===== src/hw/handler_port_pkg.sv =====
package handler_port_pkg;

  // Register byte offsets on the APB slave.
  localparam logic [7:0] CTRL_OFF     = 8'h00;
  localparam logic [7:0] LOWC_OFF     = 8'h04;
  localparam logic [7:0] STATUS_OFF   = 8'h08;
  localparam logic [7:0] IRQ_STAT_OFF = 8'h0C;
  localparam logic [7:0] IRQ_MASK_OFF = 8'h10;
  localparam logic [7:0] RESULT_OFF   = 8'h14;

  // Widths and field positions.
  localparam int CTRL_W      = 3;
  localparam int PCT_W       = 7;
  localparam int IRQ_W       = 5;
  localparam int CLASS_COUNT = 11;
  localparam int KEY_W       = 8;
  localparam int NO_MATCH_IX = 9;
  localparam int AUX_IX      = 10;
  localparam int PCT_SCALE   = 100;
  localparam int IRQ_ANALOG  = 0;
  localparam int IRQ_CYCLE   = 1;
  localparam int IRQ_TRIG    = 2;
  localparam int IRQ_MISS    = 3;
  localparam int IRQ_OVER    = 4;

  // Reset values.
  localparam logic [CTRL_W-1:0] CTRL_RESET = 3'h0;
  localparam logic [PCT_W-1:0]  LOWC_RESET = 7'h00;
  localparam logic [IRQ_W-1:0]  MASK_RESET = 5'h00;

  typedef enum logic [2:0] {
    ST_IDLE    = 3'b001,
    ST_MEASURE = 3'b010,
    ST_CALC    = 3'b100
  } meas_state_t;

  // Bit 0 enables the comparator, bit 1 selects external trigger,
  // bit 2 routes secondary rejects to the auxiliary class.
  typedef struct packed {
    logic aux_en;
    logic ext_mode;
    logic comp_en;
  } ctrl_t;

  typedef struct packed {
    logic       psel;
    logic       penable;
    logic       pwrite;
    logic [7:0] paddr;
    logic [31:0] pwdata;
  } apb_req_t;

  typedef struct packed {
    logic [31:0] prdata;
    logic        pready;
    logic        pslverr;
  } apb_rsp_t;

  typedef struct packed {
    logic [3:0] bin;
    logic       prim_low;
    logic       prim_high;
    logic       sec_out;
    logic       overload;
    logic       no_contact;
  } meas_result_t;

  typedef struct packed {
    logic [CLASS_COUNT-1:0] class_hit;
    logic                   above;
    logic                   below;
    logic                   sec_rej;
    logic                   over;
  } sort_t;

  typedef struct packed {
    meas_state_t            st;
    ctrl_t                  ctrl;
    logic [PCT_W-1:0]       lowc_pct;
    logic [IRQ_W-1:0]       irq_stat;
    logic [IRQ_W-1:0]       irq_mask;
    logic                   trig_prev;
    logic                   have_result;
    logic [CLASS_COUNT-1:0] class_n;
    logic [CLASS_COUNT-1:0] sink;
    logic                   above_n;
    logic                   below_n;
    logic                   sec_n;
    logic                   lowc_n;
    logic                   over_n;
    logic                   ready_n;
    logic                   analog_done_n;
    logic                   cycle_n;
    logic                   start;
    logic [KEY_W-1:0]       keys;
    logic                   irq;
    apb_rsp_t               rsp;
  } port_state_t;

  localparam port_state_t STATE_RESET = '{
    st:       ST_IDLE,
    ctrl:     ctrl_t'(CTRL_RESET),
    lowc_pct: LOWC_RESET,
    irq_mask: MASK_RESET,
    class_n:  {CLASS_COUNT{1'b1}},
    above_n:  1'b1,
    below_n:  1'b1,
    sec_n:    1'b1,
    lowc_n:   1'b1,
    over_n:   1'b1,
    ready_n:  1'b1,
    default:  '0
  };

endpackage


===== src/hw/sort_decoder.sv =====
`timescale 1ns/10ps
`default_nettype none

module sort_decoder (
  input  wire handler_port_pkg::meas_result_t res_in,    // Measurement result
  input  wire logic                           aux_en_in, // Aux class enable
  output handler_port_pkg::sort_t             sort_out   // Decoded lines
);

  // Exactly one class bit is set on every path, so once a result is taken
  // with the comparator on, the handler sees a single class line.
  always_comb begin
    sort_out = '0;
    if (res_in.overload || res_in.no_contact) begin
      sort_out.class_hit[handler_port_pkg::NO_MATCH_IX] = 1'b1;
      sort_out.over = res_in.overload;
    end else if (res_in.prim_low) begin
      sort_out.class_hit[handler_port_pkg::NO_MATCH_IX] = 1'b1;
      sort_out.below = 1'b1;
    end else if (res_in.prim_high) begin
      sort_out.class_hit[handler_port_pkg::NO_MATCH_IX] = 1'b1;
      sort_out.above = 1'b1;
    end else if (res_in.bin >= 4'h1 && res_in.bin <= 4'h9) begin
      if (res_in.sec_out) begin
        sort_out.sec_rej = 1'b1;
        if (aux_en_in) begin
          sort_out.class_hit[handler_port_pkg::AUX_IX] = 1'b1;
        end else begin
          sort_out.class_hit[handler_port_pkg::NO_MATCH_IX] = 1'b1;
        end
      end else begin
        sort_out.class_hit[res_in.bin - 4'h1] = 1'b1;
      end
    end else begin
      // A bin code outside 1..9 cannot be placed in any class.
      sort_out.class_hit[handler_port_pkg::NO_MATCH_IX] = 1'b1;
    end
  end

endmodule

`default_nettype wire


===== src/hw/handler_port.sv =====
// Notes on behaviour
// - Port lines named as active low assert when low, rest high.
// - Exactly one of eleven class lines asserted, each an open-collector sink; none before the first result with the comparator on.
// - In external trigger mode a rising trigger edge starts a measurement.
// - Primary above the class limits drives the above-limit flag low.
// - Primary below the class limits drives the below-limit flag low.
// - Secondary outside its limit drives the secondary flag low.
// - Trigger-acceptable is low while a new trigger can be taken.
// - Internal trigger mode never asserts trigger-acceptable.
// - Capacitance at or below the percent threshold drives low-value flag.
// - The no-contact result also drives the low-value flag low.
// - Overload drives the overrange flag low.
// - Panel key presses are dropped while the lockout input is low.
// - Comparator off: no sort or flag lines, done lines held low.
// - Analog-done asserts when the analog phase ends.
// - Cycle-complete asserts only once results and class lines are valid.
//
// Decided for this implementation: the APB slave port and the address map.

`timescale 1ns/10ps
`default_nettype none

module handler_port #(
  parameter int VALUE_W = 24  // Width of capacitance value and range
) (
  input  wire logic                           core_clk_in,      // Clock
  input  wire logic                           reset_in,         // Sync reset
  input  wire handler_port_pkg::apb_req_t     apb_req_in,       // APB request
  output handler_port_pkg::apb_rsp_t          apb_rsp_out,      // APB answer
  input  wire logic                           external_trigger_in, // Trigger
  input  wire logic                           key_lock_n_in,    // Lockout
  input  wire logic [handler_port_pkg::KEY_W-1:0] panel_keys_in, // Keys
  output logic [handler_port_pkg::KEY_W-1:0]  panel_keys_out,   // Gated keys
  input  wire logic                           analog_done_in,   // Analog end
  input  wire logic                           result_valid_in,  // Result ok
  input  wire handler_port_pkg::meas_result_t result_in,        // Result
  input  wire logic [VALUE_W-1:0]             measured_value_in, // Cp or Cs
  input  wire logic [VALUE_W-1:0]             range_full_in,    // Range top
  output logic                                measure_start_out, // Start
  output logic [handler_port_pkg::CLASS_COUNT-1:0] class_line_n_out, // Class
  output logic [handler_port_pkg::CLASS_COUNT-1:0] class_sink_out, // Sink on
  output logic                                primary_above_limit_n_out, // Hi
  output logic                                primary_below_limit_n_out, // Lo
  output logic                                secondary_out_of_limit_n_out,
  output logic                                trigger_acceptable_n_out, // Rdy
  output logic                                low_value_or_open_contact_n_out,
  output logic                                measurement_overrange_n_out,
  output logic                                analog_done_n_out, // Analog end
  output logic                                cycle_complete_n_out, // Done
  output logic                                irq_out           // Interrupt
);

  localparam int PROD_W = VALUE_W + handler_port_pkg::PCT_W;

  handler_port_pkg::port_state_t r;
  handler_port_pkg::port_state_t next_r;
  handler_port_pkg::sort_t       sort;
  logic [PROD_W-1:0]             value_scaled;
  logic [PROD_W-1:0]             limit_scaled;
  logic                          lowc_hit;
  logic                          trig_edge;
  logic                          setup_phase;
  logic                          access_done;
  logic                          accept_result;

  sort_decoder u_sort_decoder (
    .res_in    (result_in),
    .aux_en_in (r.ctrl.aux_en),
    .sort_out  (sort)
  );

  // Comparing value*100 against range*percent avoids a divider.
  assign value_scaled = PROD_W'(measured_value_in)
                        * PROD_W'(handler_port_pkg::PCT_SCALE);
  assign limit_scaled = PROD_W'(range_full_in) * PROD_W'(r.lowc_pct);
  assign lowc_hit     = (value_scaled <= limit_scaled);

  assign trig_edge     = external_trigger_in & ~r.trig_prev;
  assign setup_phase   = apb_req_in.psel & ~apb_req_in.penable;
  assign access_done   = apb_req_in.psel & apb_req_in.penable & r.rsp.pready;
  assign accept_result = result_valid_in & (r.st != handler_port_pkg::ST_IDLE);

  always_comb begin
    logic [handler_port_pkg::IRQ_W-1:0] irq_set;
    logic [handler_port_pkg::IRQ_W-1:0] irq_clr;
    irq_set = '0;
    irq_clr = '0;
    next_r  = r;
    next_r.start       = 1'b0;
    next_r.rsp.pready  = 1'b0;
    next_r.rsp.pslverr = 1'b0;
    next_r.trig_prev   = external_trigger_in;

    // Register writes take effect at the completing access edge.
    if (access_done && apb_req_in.pwrite) begin
      unique case (apb_req_in.paddr)
        handler_port_pkg::CTRL_OFF: begin
          next_r.ctrl = handler_port_pkg::ctrl_t'(
            apb_req_in.pwdata[handler_port_pkg::CTRL_W-1:0]);
        end
        handler_port_pkg::LOWC_OFF: begin
          next_r.lowc_pct = apb_req_in.pwdata[handler_port_pkg::PCT_W-1:0];
        end
        handler_port_pkg::IRQ_STAT_OFF: begin
          irq_clr = apb_req_in.pwdata[handler_port_pkg::IRQ_W-1:0];
        end
        handler_port_pkg::IRQ_MASK_OFF: begin
          next_r.irq_mask = apb_req_in.pwdata[handler_port_pkg::IRQ_W-1:0];
        end
        default: begin
        end
      endcase
    end

    // The answer is prepared in the setup cycle so that pready comes
    // from a flop and every access completes with no wait state.
    if (setup_phase) begin
      next_r.rsp.pready = 1'b1;
      next_r.rsp.prdata = '0;
      unique case (apb_req_in.paddr)
        handler_port_pkg::CTRL_OFF: begin
          next_r.rsp.prdata[handler_port_pkg::CTRL_W-1:0] = r.ctrl;
        end
        handler_port_pkg::LOWC_OFF: begin
          next_r.rsp.prdata[handler_port_pkg::PCT_W-1:0] = r.lowc_pct;
        end
        handler_port_pkg::STATUS_OFF: begin
          next_r.rsp.prdata[7:0] = {r.st, r.have_result, ~r.ready_n,
                                    ~r.analog_done_n, ~r.cycle_n,
                                    external_trigger_in};
        end
        handler_port_pkg::IRQ_STAT_OFF: begin
          next_r.rsp.prdata[handler_port_pkg::IRQ_W-1:0] = r.irq_stat;
        end
        handler_port_pkg::IRQ_MASK_OFF: begin
          next_r.rsp.prdata[handler_port_pkg::IRQ_W-1:0] = r.irq_mask;
        end
        handler_port_pkg::RESULT_OFF: begin
          next_r.rsp.prdata[15:0] = {~r.over_n, ~r.lowc_n, ~r.sec_n,
                                     ~r.below_n, ~r.above_n, r.sink};
        end
        default: begin
          next_r.rsp.pslverr = 1'b1;
        end
      endcase
    end

    unique case (r.st)
      handler_port_pkg::ST_IDLE: begin
        // Internal mode restarts at once; external waits for an edge.
        if (r.ctrl.ext_mode ? trig_edge : 1'b1) begin
          next_r.start = 1'b1;
          next_r.st    = handler_port_pkg::ST_MEASURE;
          next_r.analog_done_n = 1'b1;
          next_r.cycle_n       = 1'b1;
          irq_set[handler_port_pkg::IRQ_TRIG] = r.ctrl.ext_mode;
        end
      end
      handler_port_pkg::ST_MEASURE: begin
        irq_set[handler_port_pkg::IRQ_MISS] = trig_edge & r.ctrl.ext_mode;
        if (analog_done_in || result_valid_in) begin
          next_r.st = handler_port_pkg::ST_CALC;
          next_r.analog_done_n = 1'b0;
          irq_set[handler_port_pkg::IRQ_ANALOG] = 1'b1;
        end
      end
      handler_port_pkg::ST_CALC: begin
        irq_set[handler_port_pkg::IRQ_MISS] = trig_edge & r.ctrl.ext_mode;
      end
    endcase

    // Every sort and flag line is loaded in the same cycle and then left
    // alone, so the handler never samples a half-updated set.
    if (accept_result) begin
      next_r.st          = handler_port_pkg::ST_IDLE;
      next_r.analog_done_n = 1'b0;
      next_r.cycle_n     = 1'b0;
      next_r.have_result = 1'b1;
      next_r.class_n     = ~sort.class_hit;
      next_r.sink        = sort.class_hit;
      next_r.above_n     = ~sort.above;
      next_r.below_n     = ~sort.below;
      next_r.sec_n       = ~sort.sec_rej;
      next_r.over_n      = ~sort.over;
      next_r.lowc_n      = ~(result_in.no_contact | lowc_hit);
      irq_set[handler_port_pkg::IRQ_CYCLE] = 1'b1;
      irq_set[handler_port_pkg::IRQ_OVER]  = result_in.overload;
      if (!r.ctrl.ext_mode) begin
        next_r.st = handler_port_pkg::ST_IDLE;
      end
    end

    if (!next_r.ctrl.comp_en) begin
      next_r.class_n       = '1;
      next_r.sink          = '0;
      next_r.above_n       = 1'b1;
      next_r.below_n       = 1'b1;
      next_r.sec_n         = 1'b1;
      next_r.lowc_n        = 1'b1;
      next_r.over_n        = 1'b1;
      next_r.analog_done_n = 1'b0;
      next_r.cycle_n       = 1'b0;
      next_r.have_result   = 1'b0;
    end else if (!r.ctrl.comp_en) begin
      // Fresh enable: no result is valid yet, so done lines go high.
      next_r.analog_done_n = 1'b1;
      next_r.cycle_n       = 1'b1;
    end

    next_r.ready_n = ~(next_r.ctrl.comp_en & next_r.ctrl.ext_mode
                       & (next_r.st == handler_port_pkg::ST_IDLE));

    next_r.keys = key_lock_n_in ? panel_keys_in : '0;

    // A new event in the clearing cycle survives the write of one.
    next_r.irq_stat = (r.irq_stat & ~irq_clr) | irq_set;
    next_r.irq      = |(next_r.irq_stat & next_r.irq_mask);
  end

  always_ff @(posedge core_clk_in) begin
    if (reset_in) begin
      r <= handler_port_pkg::STATE_RESET;
    end else begin
      r <= next_r;
    end
  end

  assign apb_rsp_out                     = r.rsp;
  assign panel_keys_out                  = r.keys;
  assign measure_start_out               = r.start;
  assign class_line_n_out                = r.class_n;
  assign class_sink_out                  = r.sink;
  assign primary_above_limit_n_out       = r.above_n;
  assign primary_below_limit_n_out       = r.below_n;
  assign secondary_out_of_limit_n_out    = r.sec_n;
  assign trigger_acceptable_n_out        = r.ready_n;
  assign low_value_or_open_contact_n_out = r.lowc_n;
  assign measurement_overrange_n_out     = r.over_n;
  assign analog_done_n_out               = r.analog_done_n;
  assign cycle_complete_n_out            = r.cycle_n;
  assign irq_out                         = r.irq;
endmodule

`default_nettype wire


===== config.mk =====
export PLATFORM = sky130hd
export DESIGN_NAME = handler_port
export DESIGN_NICKNAME = d
export VERILOG_FILES = /design/src/hw/handler_port_pkg.sv /design/src/hw/sort_decoder.sv /design/src/hw/handler_port.sv
export SDC_FILE = /design/constraint.sdc
export NUM_CORES = 1
export LEC_CHECK = 0
export CAP_MARGIN = 5
export CELL_PAD_IN_SITES_DETAIL_PLACEMENT = 1
export CELL_PAD_IN_SITES_GLOBAL_PLACEMENT = 2
export CORE_MARGIN = 8
export CORE_UTILIZATION = 35
export CTS_CLUSTER_SIZE = 30
export DETAILED_ROUTE_END_ITERATION = 7
export DONT_BUFFER_PORTS = 1
export PLACE_DENSITY_LB_ADDON = 0.1
export REMOVE_ABC_BUFFERS = 1
export SLEW_MARGIN = 20
export SYNTH_ARGS = -nofsm -noshare
export SYNTH_HDL_FRONTEND = slang
export SYNTH_SLANG_ARGS = --single-unit

===== constraint.sdc =====
create_clock -name core_clk_in -period 9.7 [get_ports core_clk_in]
set_clock_uncertainty 0.1 [all_clocks]
set_input_delay 1.94 -clock core_clk_in [delete_from_list [all_inputs] [get_ports core_clk_in]]
set_output_delay 1.94 -clock core_clk_in [all_outputs]
set_load 0.02 [all_outputs]

==> summary by stage, run 1 <==
Setup path
The setup check on the worst reg-to-reg path leaves a slack of 2.42 ns. The critical path endpoint category is a flip-flop. STA classifies the critical path startpoint as an input pin. The maximum fanout encountered on the critical timing path is 8. The worst register-to-register path has a depth of 22. The worst path required time is 9.83 ns.

The capturing point of the worst reg2reg path is low_value_or_open_contact_n_out. The category of the most critical setup path is in2reg. The data arrival time at the worst-slack endpoint is a little over 8 ns.

The worst register-to-register path begins at r[88].

Floorplanning
For this design the top-level I/O count stands at between 150 and 200. The die covers 41300 µm². The die outline width is 203 µm. Once the floorplan was initialized, standard cells occupied between 30% and 40% of the core. The area of the core is 34500 µm². The row count is 68. The floorplan step set the die height to 203 µm.

GRT
The met3 track demand over resource in global routing is 3.57%. The global-route wire length before repair is about 57000 µm. The initial antenna violation count was 0. The global routing met2 resource utilization is between 30 and 40%.

The via count of the first global-routing pass is between 10000 and 15000. After global routing the overflow that remains totals 0. met2 is the most crowded layer. The pin count of the biggest net entering global routing is 45. Across every metal layer, demand over resource in global routing totals ~17%. The met1 track demand over resource is between 20% and 30%.

Synth
In this run, distinct cell masters in the synthesized netlist total 64. Yosys mapped a number of flops with a built-in enable equal to 0. The synthesis warning total is 0. The most instantiated flip-flop cell in the synthesis netlist is sky130_fd_sc_hd__dfxtp_1. Ranked by instance count, the synthesized netlist is headed by 184 x sky130_fd_sc_hd__inv_1, 154 x sky130_fd_sc_hd__ha_1, 145 x sky130_fd_sc_hd__and2_1, 128 x sky130_fd_sc_hd__fa_1, 124 x sky130_fd_sc_hd__nor2_1. The cell area after synthesis is about 12000 µm². The cell type contributing the most total cell area after synthesis is sky130_fd_sc_hd__fa_1. Counting flops with an async set or reset pin after synthesis yields a share of 0%. The most common cell in the synthesized netlist is sky130_fd_sc_hd__inv_1.

The average footprint of a synthesized cell is 8.40 µm². The portion of the post-synthesis area used by sequential elements is approximately 14%. Yosys attributes the largest share of cell area to sky130_fd_sc_hd__fa_1 21%, sky130_fd_sc_hd__ha_1 16%, sky130_fd_sc_hd__dfxtp_1 14%. The share of synthesized area in the top cell type comes to roughly a fifth. The post-synthesis cell count is 1462. Counting flops and latches in the post-synthesis netlist gives 83.

Timing
The slew at the pin closest to its max-slew limit is around 1.0 ns. Adding up every negative setup slack in the final design gives 0 ns. Setup violations remaining at the end of the flow were counted as 0. The post-layout minimum cycle time is 8.17 ns. For this run, the top clock speed supported by timing is approximately 120 MHz.

Setup repair after global routing left no endpoint under its margin. The max-slew violation count is 0. The final critical path takes up between 80% and 90% of the cycle. The number of hold violations in the final report is 0. The relative max-transition margin is between 30% and 40%.

Layout
The final cell area excluding filler cells is between 10000 and 15000 µm². The layout overhead on the synthesized area is 2.61%. Cells with a size suffix above 1 make up 2.43% of the layout. For this run, the share of the core covered by cells in the final layout is 36.5%. The fill cell total of the finished layout is between 4000 and 5000.

The diode insertion count for antenna repair is 0. The number of nets in the finished design is between 1500 and 2000.

CTS
The latest clock arrival within the worst-skew pair is approximately 0.35 ns. The number of cells upsized or downsized after cts is 0. In this run the post-CTS setup repair buffer count came out at 0.

The clock tree from TritonCTS is done. The number of buffers created by CTS is 9. The clock slew at the register clock pins of the worst setup and hold paths is 0.06 ns. The tree is rooted in a sky130_fd_sc_hd__clkbuf_16. The clock passes through at most 2 buffers. The hold buffer count at cts is 0. Clock tree synthesis found a total of 83 sinks. The H-tree generated during clock tree synthesis spans 3 levels.

Placed design
During placement, the flow inserted port buffers numbering 0. In this run the cell area measured after placement is ~12000 µm². The routability congestion estimate from global placement is slightly below 0.8.

The total half-perimeter wirelength after legalization and detailed placement is about 29000 µm.

Detailed routing
The number of optimization iterations in the first detailed-route pass is 5. The overall via count from detail_route is approximately 9400. The initial DRC count is roughly 280. The number of nets with antenna violations after detailed routing is 0. The number of design rule violations left after detail routing is 0.

In the routed layout, each cell is associated on average with a via count of slightly above 5. The average wire per cell in the routed design is between 15 and 20 µm. The final layout contains routed wiring with a total length of ~34000 µm.

Power
The static leakage power is around 6 nW. The ratio of total power to cell area is 97.4 nW/µm². The maximum vdd ir drop is between 100 and 150 µV.

Run status
The run finished with clean final reports.

Min path
Along the worst hold path, the cell count comes to 2. The min-delay analysis places its worst path in the category reg2reg. The startpoint of the most critical hold path is r[74].

The path with the worst hold slack has its endpoint at r[74].

Run
The tool flagged a number of max-cap violations equal to 0.
## cell usage in the layout (no fill, tap or decap), types with 6 or more instances in the layout
cell | netlist | final
sky130_fd_sc_hd__a221oi_1 | 6 | 6
sky130_fd_sc_hd__a31oi_1 | 8 | 8
sky130_fd_sc_hd__mux2i_1 | 22 | 22
sky130_fd_sc_hd__nand2_1 | 89 | 89
sky130_fd_sc_hd__xnor2_1 | 27 | 27
sky130_fd_sc_hd__fa_1 | 128 | 128
sky130_fd_sc_hd__ha_1 | 154 | 154
sky130_fd_sc_hd__nand2b_1 | 15 | 15
sky130_fd_sc_hd__o211ai_1 | 11 | 11
sky130_fd_sc_hd__nor2_1 | 124 | 124
sky130_fd_sc_hd__nand3_1 | 19 | 19
sky130_fd_sc_hd__nand4_1 | 12 | 12
sky130_fd_sc_hd__a21o_1 | 29 | 29
sky130_fd_sc_hd__o21bai_1 | 7 | 7
sky130_fd_sc_hd__and2_1 | 145 | 145
sky130_fd_sc_hd__nor3_1 | 25 | 25
sky130_fd_sc_hd__dfxtp_1 | 83 | 83
sky130_fd_sc_hd__o21a_1 | 15 | 15
sky130_fd_sc_hd__conb_1 | 1 | 16
sky130_fd_sc_hd__a211oi_1 | 12 | 12
sky130_fd_sc_hd__a21oi_1 | 64 | 64
sky130_fd_sc_hd__xor2_1 | 17 | 17
sky130_fd_sc_hd__nor2b_1 | 16 | 16
sky130_fd_sc_hd__a2111oi_0 | 6 | 6
sky130_fd_sc_hd__inv_1 | 184 | 184
sky130_fd_sc_hd__clkbuf_16 | 0 | 9
sky130_fd_sc_hd__o21ai_0 | 52 | 52
sky130_fd_sc_hd__o22ai_1 | 9 | 9
sky130_fd_sc_hd__buf_4 | 65 | 9
## worst max-delay path, stage by stage
cell,delay (ns)
sky130_fd_sc_hd__and2_1,0.15
sky130_fd_sc_hd__fa_1,0.51
sky130_fd_sc_hd__fa_1,0.52
sky130_fd_sc_hd__fa_1,0.55
sky130_fd_sc_hd__inv_1,0.06
sky130_fd_sc_hd__fa_1,0.54
sky130_fd_sc_hd__inv_1,0.04
sky130_fd_sc_hd__ha_1,0.42
sky130_fd_sc_hd__a21oi_1,0.20
sky130_fd_sc_hd__inv_1,0.09
sky130_fd_sc_hd__o41ai_1,0.53
sky130_fd_sc_hd__a21oi_1,0.19
sky130_fd_sc_hd__o21a_1,0.24
sky130_fd_sc_hd__a2111oi_0,0.42
sky130_fd_sc_hd__a311oi_1,0.11
sky130_fd_sc_hd__ha_1,0.32
sky130_fd_sc_hd__nand4_1,0.20
sky130_fd_sc_hd__a2111oi_0,0.47
sky130_fd_sc_hd__nand4_1,0.28
sky130_fd_sc_hd__nand2_1,0.13
sky130_fd_sc_hd__a21oi_1,0.06
sky130_fd_sc_hd__a221o_1,0.32
## registers in the layout, indices dropped and copies added, names as in the netlist
signal and flops:
low_value_or_open_contact_n_out 1, trigger_acceptable_n_out 1, irq_out 1, primary_below_limit_n_out 1
secondary_out_of_limit_n_out 1, panel_keys_out 8, primary_above_limit_n_out 1, r 25
cycle_complete_n_out 1, class_sink_out 11, measure_start_out 1, class_line_n_out 11
apb_rsp_out 18, analog_done_n_out 1, measurement_overrange_n_out 1
## kinds of logic after synthesis
group                      count (synthesis)  share of synthesized area [%]
and+or+nand+nor                          479                           20.0
buffers and inverters                    290                           10.9
adders and majority gates                282                           36.6
AOI/OAI and AO/OA                        258                           13.7
DFF                                       83                           13.5
xor gates and xnor gates                  44                           3.14
muxes                                     25                           2.07
other                                      1                         0.0305
## report_power, final
group	internal [mW]	switching (mW)
combinational	0.238	0.306
clock	0.187	0.138
sequential	0.348	0.0104
total	0.773	0.455
## final cells by class
type,count,area (µm²),share of cell area (%)
Clock buffer,14,264,2.10
Clock inverter,2,10.0,0.0794
Inverter,185,694,5.51
Multi-Input combinational cell,1104,9330,74.1
Sequential cell,83,1660,13.2
Tap cell,455,569,4.52
Timing Repair Buffer,9,67.6,0.536
## routing by layer
metal	wire length (µm)	vias to the layer above
li1	-	4629
met4	297	0
met3	1720	15
met2	17600	111
met1	14500	4636
met5	0	-
## how the worst max path moves through the flow
stage / from / to / depth (start not counted)
global route: range_full_in[7] / low_value_or_open_contact_n_out / 22
floorplan: range_full_in[7] / low_value_or_open_contact_n_out / 23
global placement: range_full_in[7] / low_value_or_open_contact_n_out / 22
CTS: range_full_in[7] / low_value_or_open_contact_n_out / 22
detailed placement: range_full_in[7] / low_value_or_open_contact_n_out / 22
finish: range_full_in[7] / low_value_or_open_contact_n_out / 22
## metrics by stage
stage	hold slack (ns)	power, mW	std cells	worst slack, ns
after detailed placement	0.360	0.922	1836	1.11
after floorplan	0.340	0.788	1372	2.23
after global placement	0.360	0.903	1836	1.15
after CTS	0.375	1.25	1852	1.49
after global routing	0.393	1.35	1852	1.13
final	0.371	1.23	1852	1.53
(Power assumes the default switching activity.)
==> run 2: changes to the inputs <==
==> constraint.sdc (replaced) <==
create_clock -name core_clk_in -period 7.1 [get_ports core_clk_in]
set_clock_uncertainty 0.1 [all_clocks]
set_input_delay 1.42 -clock core_clk_in [delete_from_list [all_inputs] [get_ports core_clk_in]]
set_output_delay 1.42 -clock core_clk_in [all_outputs]
set_load 0.02 [all_outputs]
==> summary by stage, run 2 (same netlist as run 1, synthesis figures left out) <==
Timing
The total negative slack is 0 ns (unchanged). The minimum setup slack in the final design is 0.181 ns (was 1.53 ns). The clock period could shrink to 6.92 ns. The slew at the pin closest to its max-slew limit is 0.939 ns (was 1.01 ns).

The max-slew violation count is 0 (unchanged). The number of hold violations in the final report was 0 (unchanged). Dividing the final minimum period by the clock period gives between 90% and 100%. The highest attainable clock frequency is around 140 MHz.

The number of setup violations in the final report is 0 (unchanged). The relative max-transition margin came to 37.3% (was 32.2%).

Placed design
The instance area after placement is 13000 µm² (was 12300 µm²). The post-placement cell count came to 1920 (was 1836). The total half-perimeter wirelength after legalization and detailed placement is 29500 µm (was 28900 µm). The worst slack at placement is -0.687 ns (was 1.11 ns).

The number of I/O port buffers is 0 (unchanged). The routability congestion estimate from global placement was 0.806 (was 0.780).

Floorplanning
The initial standard-cell utilization of the core is 35.6% (unchanged). The area of the core came to 34500 µm² (unchanged). The row count is 68 (unchanged). The number of top-level pins came to 188 (unchanged).

The area enclosed by the die boundary is 41300 µm² (unchanged). The die outline width was 203 µm (unchanged). The die extent in y is 203 µm (unchanged).

Power
The maximum vdd ir drop is 137 µV (was 108 µV). The combinational group share of total power is 44.1% (was 44.3%). The fraction of power spent switching nets is 34.1% (was 37.0%). The part of the power in the clock network is 30.9% (was 26.5%).

The static leakage power is 6.69 nW (was 6.13 nW). The switching power of the nets came to 667 µW (was 455 µW). The fraction of power consumed by sequential logic is 25.0% (was 29.2%).

The cell internal power dissipation is 1.29 mW (was 773 µW). The total power consumption of the routed design is 1.96 mW (was 1.23 mW). The ratio of total power to cell area is 142 nW/µm² (was 97.4 nW/µm²).

GRT
The via count of the first global-routing pass was 10902 (was 10542). The initial antenna violation count was 0 (unchanged). The total congestion overflow is 0 (unchanged).

The total routing resource utilization after global routing was 17.1% (was 17.0%). The pin count of the biggest net entering global routing is 45 (unchanged). The global-route wire length before repair is 57700 µm (was 57200 µm).

Setup path
The slowest cell on the critical path is sky130_fd_sc_hd__fa_1 (unchanged). The data arrival time at the worst-slack endpoint came to 7.04 ns (was 8.31 ns). The maximum fanout encountered on the critical timing path is 7 (was 8).

The family of cells with the greatest summed delay on the critical path is adder cells (unchanged). Critical-path cell list: and2_1 > fa_1 > fa_1 > fa_1 > fa_1 > ha_1 > a2111o_1 > buf_4 > o21ai_2 > o21bai_1 > a21o_1 > a31oi_4 > xor2_2 > ha_4 > a21o_1 > nor2_1 > a31oi_2 > a2111oi_2 > buf_4 > o211ai_1 > a221o_1 (was and2_1 > fa_1 > fa_1 > fa_1 > inv_1 > fa_1 > inv_1 > ha_1 > a21oi_1 > inv_1 > o41ai_1 > a21oi_1 > o21a_1 > a2111oi_0 > a311oi_1 > ha_1 > nand4_1 > a2111oi_0 > nand4_1 > nand2_1 > a21oi_1 > a221o_1). The worst path required time is 7.23 ns (was 9.83 ns). The buffers plus inverters on the worst setup path is 2 (was 3).

The category of the most critical setup path is in2reg (unchanged). The cell with the most instances on the worst path is sky130_fd_sc_hd__fa_1 (unchanged). The longest individual stage delay on the worst path is 0.58 ns (was 0.55 ns). The first element of the critical path is range_full_in[8] (was range_full_in[7]). The kind of start point of the critical path is an input pin (unchanged). The beginning of the worst register-to-register path is r[89] (was r[88]). The critical path endpoint category is a flip-flop (unchanged).

Layout
The layout overhead on the synthesized area is 12.7% (was 2.61%). The post-route non-filler standard cell count is 1943 (was 1852). The most common cell after layout, fill and taps aside is sky130_fd_sc_hd__inv_1 (unchanged). The final cell area excluding filler cells came to 13800 µm² (was 12600 µm²). The fill cell total of the finished layout was 4063 (was 4150). The number of nets in the finished design came to 1880 (was 1788).

Most frequent cells in the layout: 180 x sky130_fd_sc_hd__inv_1, 146 x sky130_fd_sc_hd__ha_1, 143 x sky130_fd_sc_hd__and2_1 (was 184 x sky130_fd_sc_hd__inv_1, 154 x sky130_fd_sc_hd__ha_1, 145 x sky130_fd_sc_hd__and2_1). The register with the most flip-flops is r (unchanged). The diode insertion count for antenna repair is 0 (unchanged). The flip-flop count of the largest register, all copies and words added is 25 (unchanged).

The layout cell share with drive strength beyond 1 is 12.3% (was 2.43%).

CTS
The hold buffer count at cts was 0 (unchanged). The number of buffers created by CTS is 9 (unchanged). The maximum root-to-sink buffer count is 2 (unchanged). The number of levels in the clock H-tree was 3 (unchanged).

The clock tree from TritonCTS is done (unchanged). The number of sinks driven by the clock tree came to 83 (unchanged). The cell at the root of the clock tree is sky130_fd_sc_hd__clkbuf_16 (unchanged). The clock slew at the register clock pins of the worst setup and hold paths is 0.06 ns (about the same). The latest clock arrival within the worst-skew pair is 0.34 ns (was 0.35 ns).

Run status
Result of the run: finished, final reports clean (unchanged).

Detailed routing
The number of design rule violations left after detail routing came to 0 (unchanged). The overall via count from detail_route came to 9929 (was 9391). The number of optimization iterations in the first detailed-route pass is 4 (was 5). The average wire per cell in the routed design is 18.0 µm (was 18.5 µm). The average vias per placed instance is 5.11 (was 5.07). The total routed wirelength came to 35000 µm (was 34200 µm). The number of nets with antenna violations after detailed routing is 0 (unchanged). The initial DRC count is 261 (was 284).

Min path
The startpoint of the most critical hold path is r[74] (unchanged). The path type of the worst min-delay path is reg2reg (unchanged).

Run
The reported max-cap violation count is 0 (unchanged).
run 2: changes by cell type in the layout (fill, tap and decap cells not counted), sizes merged:
cell and delta:
clkinv -2, buf +92, bufinv +5, clkbuf -4
run 2: final timing paths:
check                                    endpoint  slack [ns]  cells after the start
setup / recovery  low_value_or_open_contact_n_out        0.18                     21
setup reg to reg  low_value_or_open_contact_n_out        0.60                     22
hold reg to reg                             r[74]        0.37                      2
hold / removal                              r[74]        0.37                      2
run 2: timing repair:
action | in CTS | in global routing
pin swaps | 18 | 65
setup buffers | 2 | 8
gates cloned | 0 | 0
endpoints found under the hold margin | 0 | 0
setup endpoints to repair | 1 | 1
gates resized for setup | 24 | 61
run 2: layer usage:
layer	vias to the layer above	GRT usage, %	part of all wire [%]
li1	4820	-	-
met1	4969	20.3	43
met2	117	31.4	52
met3	23	3.81	4.8
met4	0	2.95	0.90
met5	-	0	0
run 2: worst register-to-register path, cell delays in order (launching register included):
cell and delay [ns]:
sky130_fd_sc_hd__dfxtp_1 0.52, sky130_fd_sc_hd__buf_4 0.22, sky130_fd_sc_hd__and2_1 0.14, sky130_fd_sc_hd__fa_1 0.44, sky130_fd_sc_hd__fa_1 0.58, sky130_fd_sc_hd__fa_1 0.44
sky130_fd_sc_hd__fa_1 0.49, sky130_fd_sc_hd__ha_1 0.30, sky130_fd_sc_hd__a2111o_1 0.44, sky130_fd_sc_hd__buf_4 0.17, sky130_fd_sc_hd__o21ai_2 0.12, sky130_fd_sc_hd__o21bai_1 0.07
sky130_fd_sc_hd__a21o_1 0.22, sky130_fd_sc_hd__a31oi_4 0.23, sky130_fd_sc_hd__xor2_2 0.23, sky130_fd_sc_hd__ha_4 0.24, sky130_fd_sc_hd__a21o_1 0.18, sky130_fd_sc_hd__nor2_1 0.12
sky130_fd_sc_hd__a31oi_2 0.13, sky130_fd_sc_hd__a2111oi_2 0.37, sky130_fd_sc_hd__buf_4 0.17, sky130_fd_sc_hd__o211ai_1 0.13, sky130_fd_sc_hd__a221o_1 0.35
run 2: final cells by class:
| cell class | instances | area, µm² | area share, % |
|---|---|---|---|
| flip-flops and latches | 83 | 1660 | 12.0 |
| inverters | 185 | 694 | 5.02 |
| clock buffers | 10 | 229 | 1.65 |
| clock inverters | 5 | 150 | 1.08 |
| well taps | 455 | 569 | 4.11 |
| multi-input cells | 1104 | 9740 | 70.4 |
| repair buffers | 101 | 800 | 5.77 |
run 2: power groups by stage:
stage,clock (mW),sequential [mW],combinational (mW)
floorplan,0,0.497,0.580
global placement,0,0.500,0.776
detailed placement,0,0.499,0.794
CTS,0.619,0.489,0.828
global route,0.635,0.490,0.990
finish,0.605,0.489,0.865
run 2: through the flow:
step           util [%]  hold WS (ns)
2_1_floorplan         -         0.340
3_3_place_gp       37.6         0.354
3_5_place_dp       37.6         0.360
4_1_cts            39.1         0.375
5_1_grt            40.1         0.434
6_report           40.1         0.372
==> run 3: changes to the inputs <==
--- a/config.mk
+++ b/config.mk
@@ -5,11 +5,12 @@
 export SDC_FILE = /design/constraint.sdc
 export NUM_CORES = 1
 export LEC_CHECK = 0
+export ABC_AREA = 1
 export CAP_MARGIN = 5
 export CELL_PAD_IN_SITES_DETAIL_PLACEMENT = 1
 export CELL_PAD_IN_SITES_GLOBAL_PLACEMENT = 2
 export CORE_MARGIN = 8
-export CORE_UTILIZATION = 35
+export CORE_UTILIZATION = 34
 export CTS_CLUSTER_SIZE = 30
 export DETAILED_ROUTE_END_ITERATION = 7
 export DONT_BUFFER_PORTS = 1
==> summary by stage, run 3 <==
Min path
The path type of the worst min-delay path is reg2reg (unchanged).

CTS
The maximum root-to-sink buffer count is 2 (unchanged). The number of buffers created by CTS came to 9 (unchanged). The number of levels in the clock H-tree came to 3 (unchanged). The number of cells upsized or downsized after cts was 0 (was 24).

The number of sinks driven by the clock tree was 83 (unchanged). The number of buffers inserted by post-CTS setup repair is 0 (was 2). The cell at the root of the clock tree is sky130_fd_sc_hd__clkbuf_16 (unchanged). The latest clock arrival within the worst-skew pair is 0.35 ns (was 0.34 ns).

The hold buffer count at cts is 0 (unchanged). The clock tree from TritonCTS is done (unchanged). The clock slew at the register clock pins of the worst setup and hold paths is 0.07 ns (was 0.06 ns).

Placed design
The routability congestion estimate from global placement is 0.833 (was 0.806). The worst slack at placement is 0.323 ns (was -0.687 ns). The number of I/O port buffers is 0 (unchanged). The total half-perimeter wirelength after legalization and detailed placement is 33300 µm (was 29500 µm).

Timing
The number of hold violations in the final report is 0 (unchanged). The number of setup violations in the final report was 0 (unchanged). The highest attainable clock frequency is 158 MHz (was 145 MHz). The minimum setup slack in the final design is 0.788 ns (was 0.181 ns). The max-slew violation count is 0 (unchanged). The relative max-transition margin was 37.1% (was 37.3%).

The slew at the pin closest to its max-slew limit is 0.943 ns (was 0.939 ns). The ratio of final minimum period to clock period is 88.9% (was 97.5%). The post-layout minimum cycle time was 6.31 ns (was 6.92 ns). Setup repair after global routing left no endpoint under its margin. The total negative slack is 0 ns (unchanged).

Floorplanning
The area of the core is 37700 µm² (was 34500 µm²). The row count was 71 (was 68). The number of top-level pins was 188 (unchanged). The initial standard-cell utilization of the core came to 34.6% (was 35.6%).

The die outline width is 212 µm (was 203 µm). The die extent in y is 212 µm (was 203 µm). The area enclosed by the die boundary is 44800 µm² (was 41300 µm²).

Setup path
The kind of start point of the critical path is an input pin (unchanged). The category of the most critical setup path is in2reg (unchanged). The worst path required time came to 7.29 ns (was 7.23 ns). The data arrival time at the worst-slack endpoint came to 6.51 ns (was 7.04 ns). The maximum fanout encountered on the critical timing path is 7 (unchanged). The critical path endpoint category is a flip-flop (unchanged).

Detailed routing
The number of optimization iterations in the first detailed-route pass is 4 (unchanged). The number of nets with antenna violations after detailed routing came to 0 (unchanged). The overall via count from detail_route was 10993 (was 9929). The initial DRC count is 323 (was 261). The number of design rule violations left after detail routing is 0 (unchanged).

The total routed wirelength is 38600 µm (was 35000 µm). The average vias per placed instance was 4.70 (was 5.11). The average wire per cell in the routed design is 16.5 µm (was 18.0 µm).

Synth
The average footprint of a synthesized cell is 6.92 µm² (was 8.40 µm²). Commonest cells post-synth: 476 x sky130_fd_sc_hd__nand2_1, 406 x sky130_fd_sc_hd__inv_1, 154 x sky130_fd_sc_hd__ha_1, 130 x sky130_fd_sc_hd__nor2_1, 128 x sky130_fd_sc_hd__fa_1 (was 184 x sky130_fd_sc_hd__inv_1, 154 x sky130_fd_sc_hd__ha_1, 145 x sky130_fd_sc_hd__and2_1, 128 x sky130_fd_sc_hd__fa_1, 124 x sky130_fd_sc_hd__nor2_1). The number of library cell types mapped by synthesis is 46 (was 64). The fraction of synthesis flops using an asynchronous set or reset pin was 0% (unchanged). Area contributors post-synth: sky130_fd_sc_hd__fa_1 20%, sky130_fd_sc_hd__ha_1 15%, sky130_fd_sc_hd__nand2_1 14% (was sky130_fd_sc_hd__fa_1 21%, sky130_fd_sc_hd__ha_1 16%, sky130_fd_sc_hd__dfxtp_1 14%).

The post-synthesis cell count is 1883 (was 1462). The most instantiated flip-flop cell in the synthesis netlist is sky130_fd_sc_hd__dfxtp_1 (unchanged). The cell area after synthesis is 13000 µm² (was 12300 µm²). The cell with the most instances after synthesis is sky130_fd_sc_hd__nand2_1 (was sky130_fd_sc_hd__inv_1). The area share of the largest cell type after synthesis is 19.7% (was 20.9%). The register bit total from synthesis is 83 (unchanged). The number of flops mapped to enable cells by yosys was 0 (unchanged). The synthesis warning total is 0 (unchanged). The portion of the post-synthesis area used by sequential elements came to 12.8% (was 13.5%). The cell type contributing the most total cell area after synthesis is sky130_fd_sc_hd__fa_1 (unchanged).

Power
The ratio of total power to cell area is 132 nW/µm² (was 142 nW/µm²). The static leakage power is 7.85 nW (was 6.69 nW). The maximum vdd ir drop was 116 µV (was 137 µV).

Layout
The layout cell share with drive strength beyond 1 is 3.23% (was 12.3%). Most frequent cells in the layout: 476 x sky130_fd_sc_hd__nand2_1, 406 x sky130_fd_sc_hd__inv_1, 154 x sky130_fd_sc_hd__ha_1 (was 180 x sky130_fd_sc_hd__inv_1, 146 x sky130_fd_sc_hd__ha_1, 143 x sky130_fd_sc_hd__and2_1). The most common cell after layout, fill and taps aside was sky130_fd_sc_hd__nand2_1 (was sky130_fd_sc_hd__inv_1). The register with the most flip-flops is r (unchanged).

The layout overhead on the synthesized area was 3.56% (was 12.7%). The diode insertion count for antenna repair is 0 (unchanged). The flip-flop count of the largest register, all copies and words added is 25 (unchanged). The number of nets in the finished design is 2220 (was 1880).

GRT
The total routing resource utilization after global routing is 17.6% (was 17.1%). The via count of the first global-routing pass is 12118 (was 10902). The total congestion overflow is 0 (unchanged). The global-route wire length before repair is 64200 µm (was 57700 µm). The pin count of the biggest net entering global routing was 27 (was 45). The initial antenna violation count is 0 (unchanged).

Run
The reported max-cap violation count came to 0 (unchanged).

Run status
Result of the run: finished, final reports clean (unchanged).
## run 3: final cells by class
class	count	area (µm²)
fill	4899	24200
multi-input combinational	1307	9240
sequential	83	1660
clock buffer	10	229
tap	511	639
timing repair buffer	14	105
inverter	409	1540
clock inverter	6	73.8
## run 3: cell families after synthesis
logic type                 after synthesis  synth area share (%)
AOI/OAI and AO/OA                      241                  9.97
xor gates and xnor gates                36                  2.42
adders and majority gates              282                  34.5
buffers and inverters                  508                  16.7
DFF                                     83                  12.8
other                                    1                0.0288
and+or+nand+nor                        732                  23.6
## run 3: final timing paths
kind / startpoint / endpoint / slack, ns / depth (start not counted)
worst max-delay path: range_full_in[7] / low_value_or_open_contact_n_out / 0.79 / 25
worst min-delay path: r[74] / r[74] / 0.36 / 2
worst max register to register: r[89] / low_value_or_open_contact_n_out / 0.91 / 25
worst min register to register: r[74] / r[74] / 0.36 / 2
## run 3: through the flow
stage                     power, mW  std cells  util (%)  hold slack (ns)  area [µm²]
after global placement         1.29       2324      35.0            0.343       13200
after CTS                      1.81       2340      35.8            0.360       13500
after detailed placement       1.31       2324      35.0            0.347       13200
after floorplan                1.11       1799         -            0.327       12400
after global routing           1.95       2340      35.8            0.404       13500
final                          1.77       2340      35.8            0.360       13500
## run 3: per-layer routing
| metal | global-route usage, % | up-vias | wire, µm |
|---|---|---|---|
| li1 | - | 5594 | - |
| met1 | 22.4 | 5245 | 17700 |
| met2 | 31.0 | 127 | 18800 |
| met3 | 3.16 | 27 | 1560 |
| met4 | 3.40 | 0 | 519 |
| met5 | 0 | - | 0 |
## run 3: power by group
group | switching, mW | internal, mW
Sequential | 0.0178 | 0.477
Clock | 0.212 | 0.277
Combinational | 0.495 | 0.296
Total | 0.725 | 1.05
## run 3: worst max-delay path, cell delays in order
cell	delay (ns)
sky130_fd_sc_hd__nand2_1	0.05
sky130_fd_sc_hd__inv_1	0.07
sky130_fd_sc_hd__fa_1	0.51
sky130_fd_sc_hd__fa_1	0.52
sky130_fd_sc_hd__fa_1	0.54
sky130_fd_sc_hd__inv_1	0.06
sky130_fd_sc_hd__fa_1	0.54
sky130_fd_sc_hd__inv_1	0.05
sky130_fd_sc_hd__ha_1	0.35
sky130_fd_sc_hd__a21oi_1	0.25
sky130_fd_sc_hd__a21boi_0	0.40
sky130_fd_sc_hd__nand2_1	0.20
sky130_fd_sc_hd__nand3_1	0.14
sky130_fd_sc_hd__nand2_1	0.06
sky130_fd_sc_hd__nand2_1	0.05
sky130_fd_sc_hd__nand2_1	0.05
sky130_fd_sc_hd__ha_1	0.29
sky130_fd_sc_hd__nand2_1	0.08
sky130_fd_sc_hd__nor3_1	0.36
sky130_fd_sc_hd__nand2_1	0.12
sky130_fd_sc_hd__a21oi_1	0.15
sky130_fd_sc_hd__nor2_1	0.06
sky130_fd_sc_hd__nand2_1	0.07
sky130_fd_sc_hd__nand2_1	0.06
sky130_fd_sc_hd__nand2_1	0.05
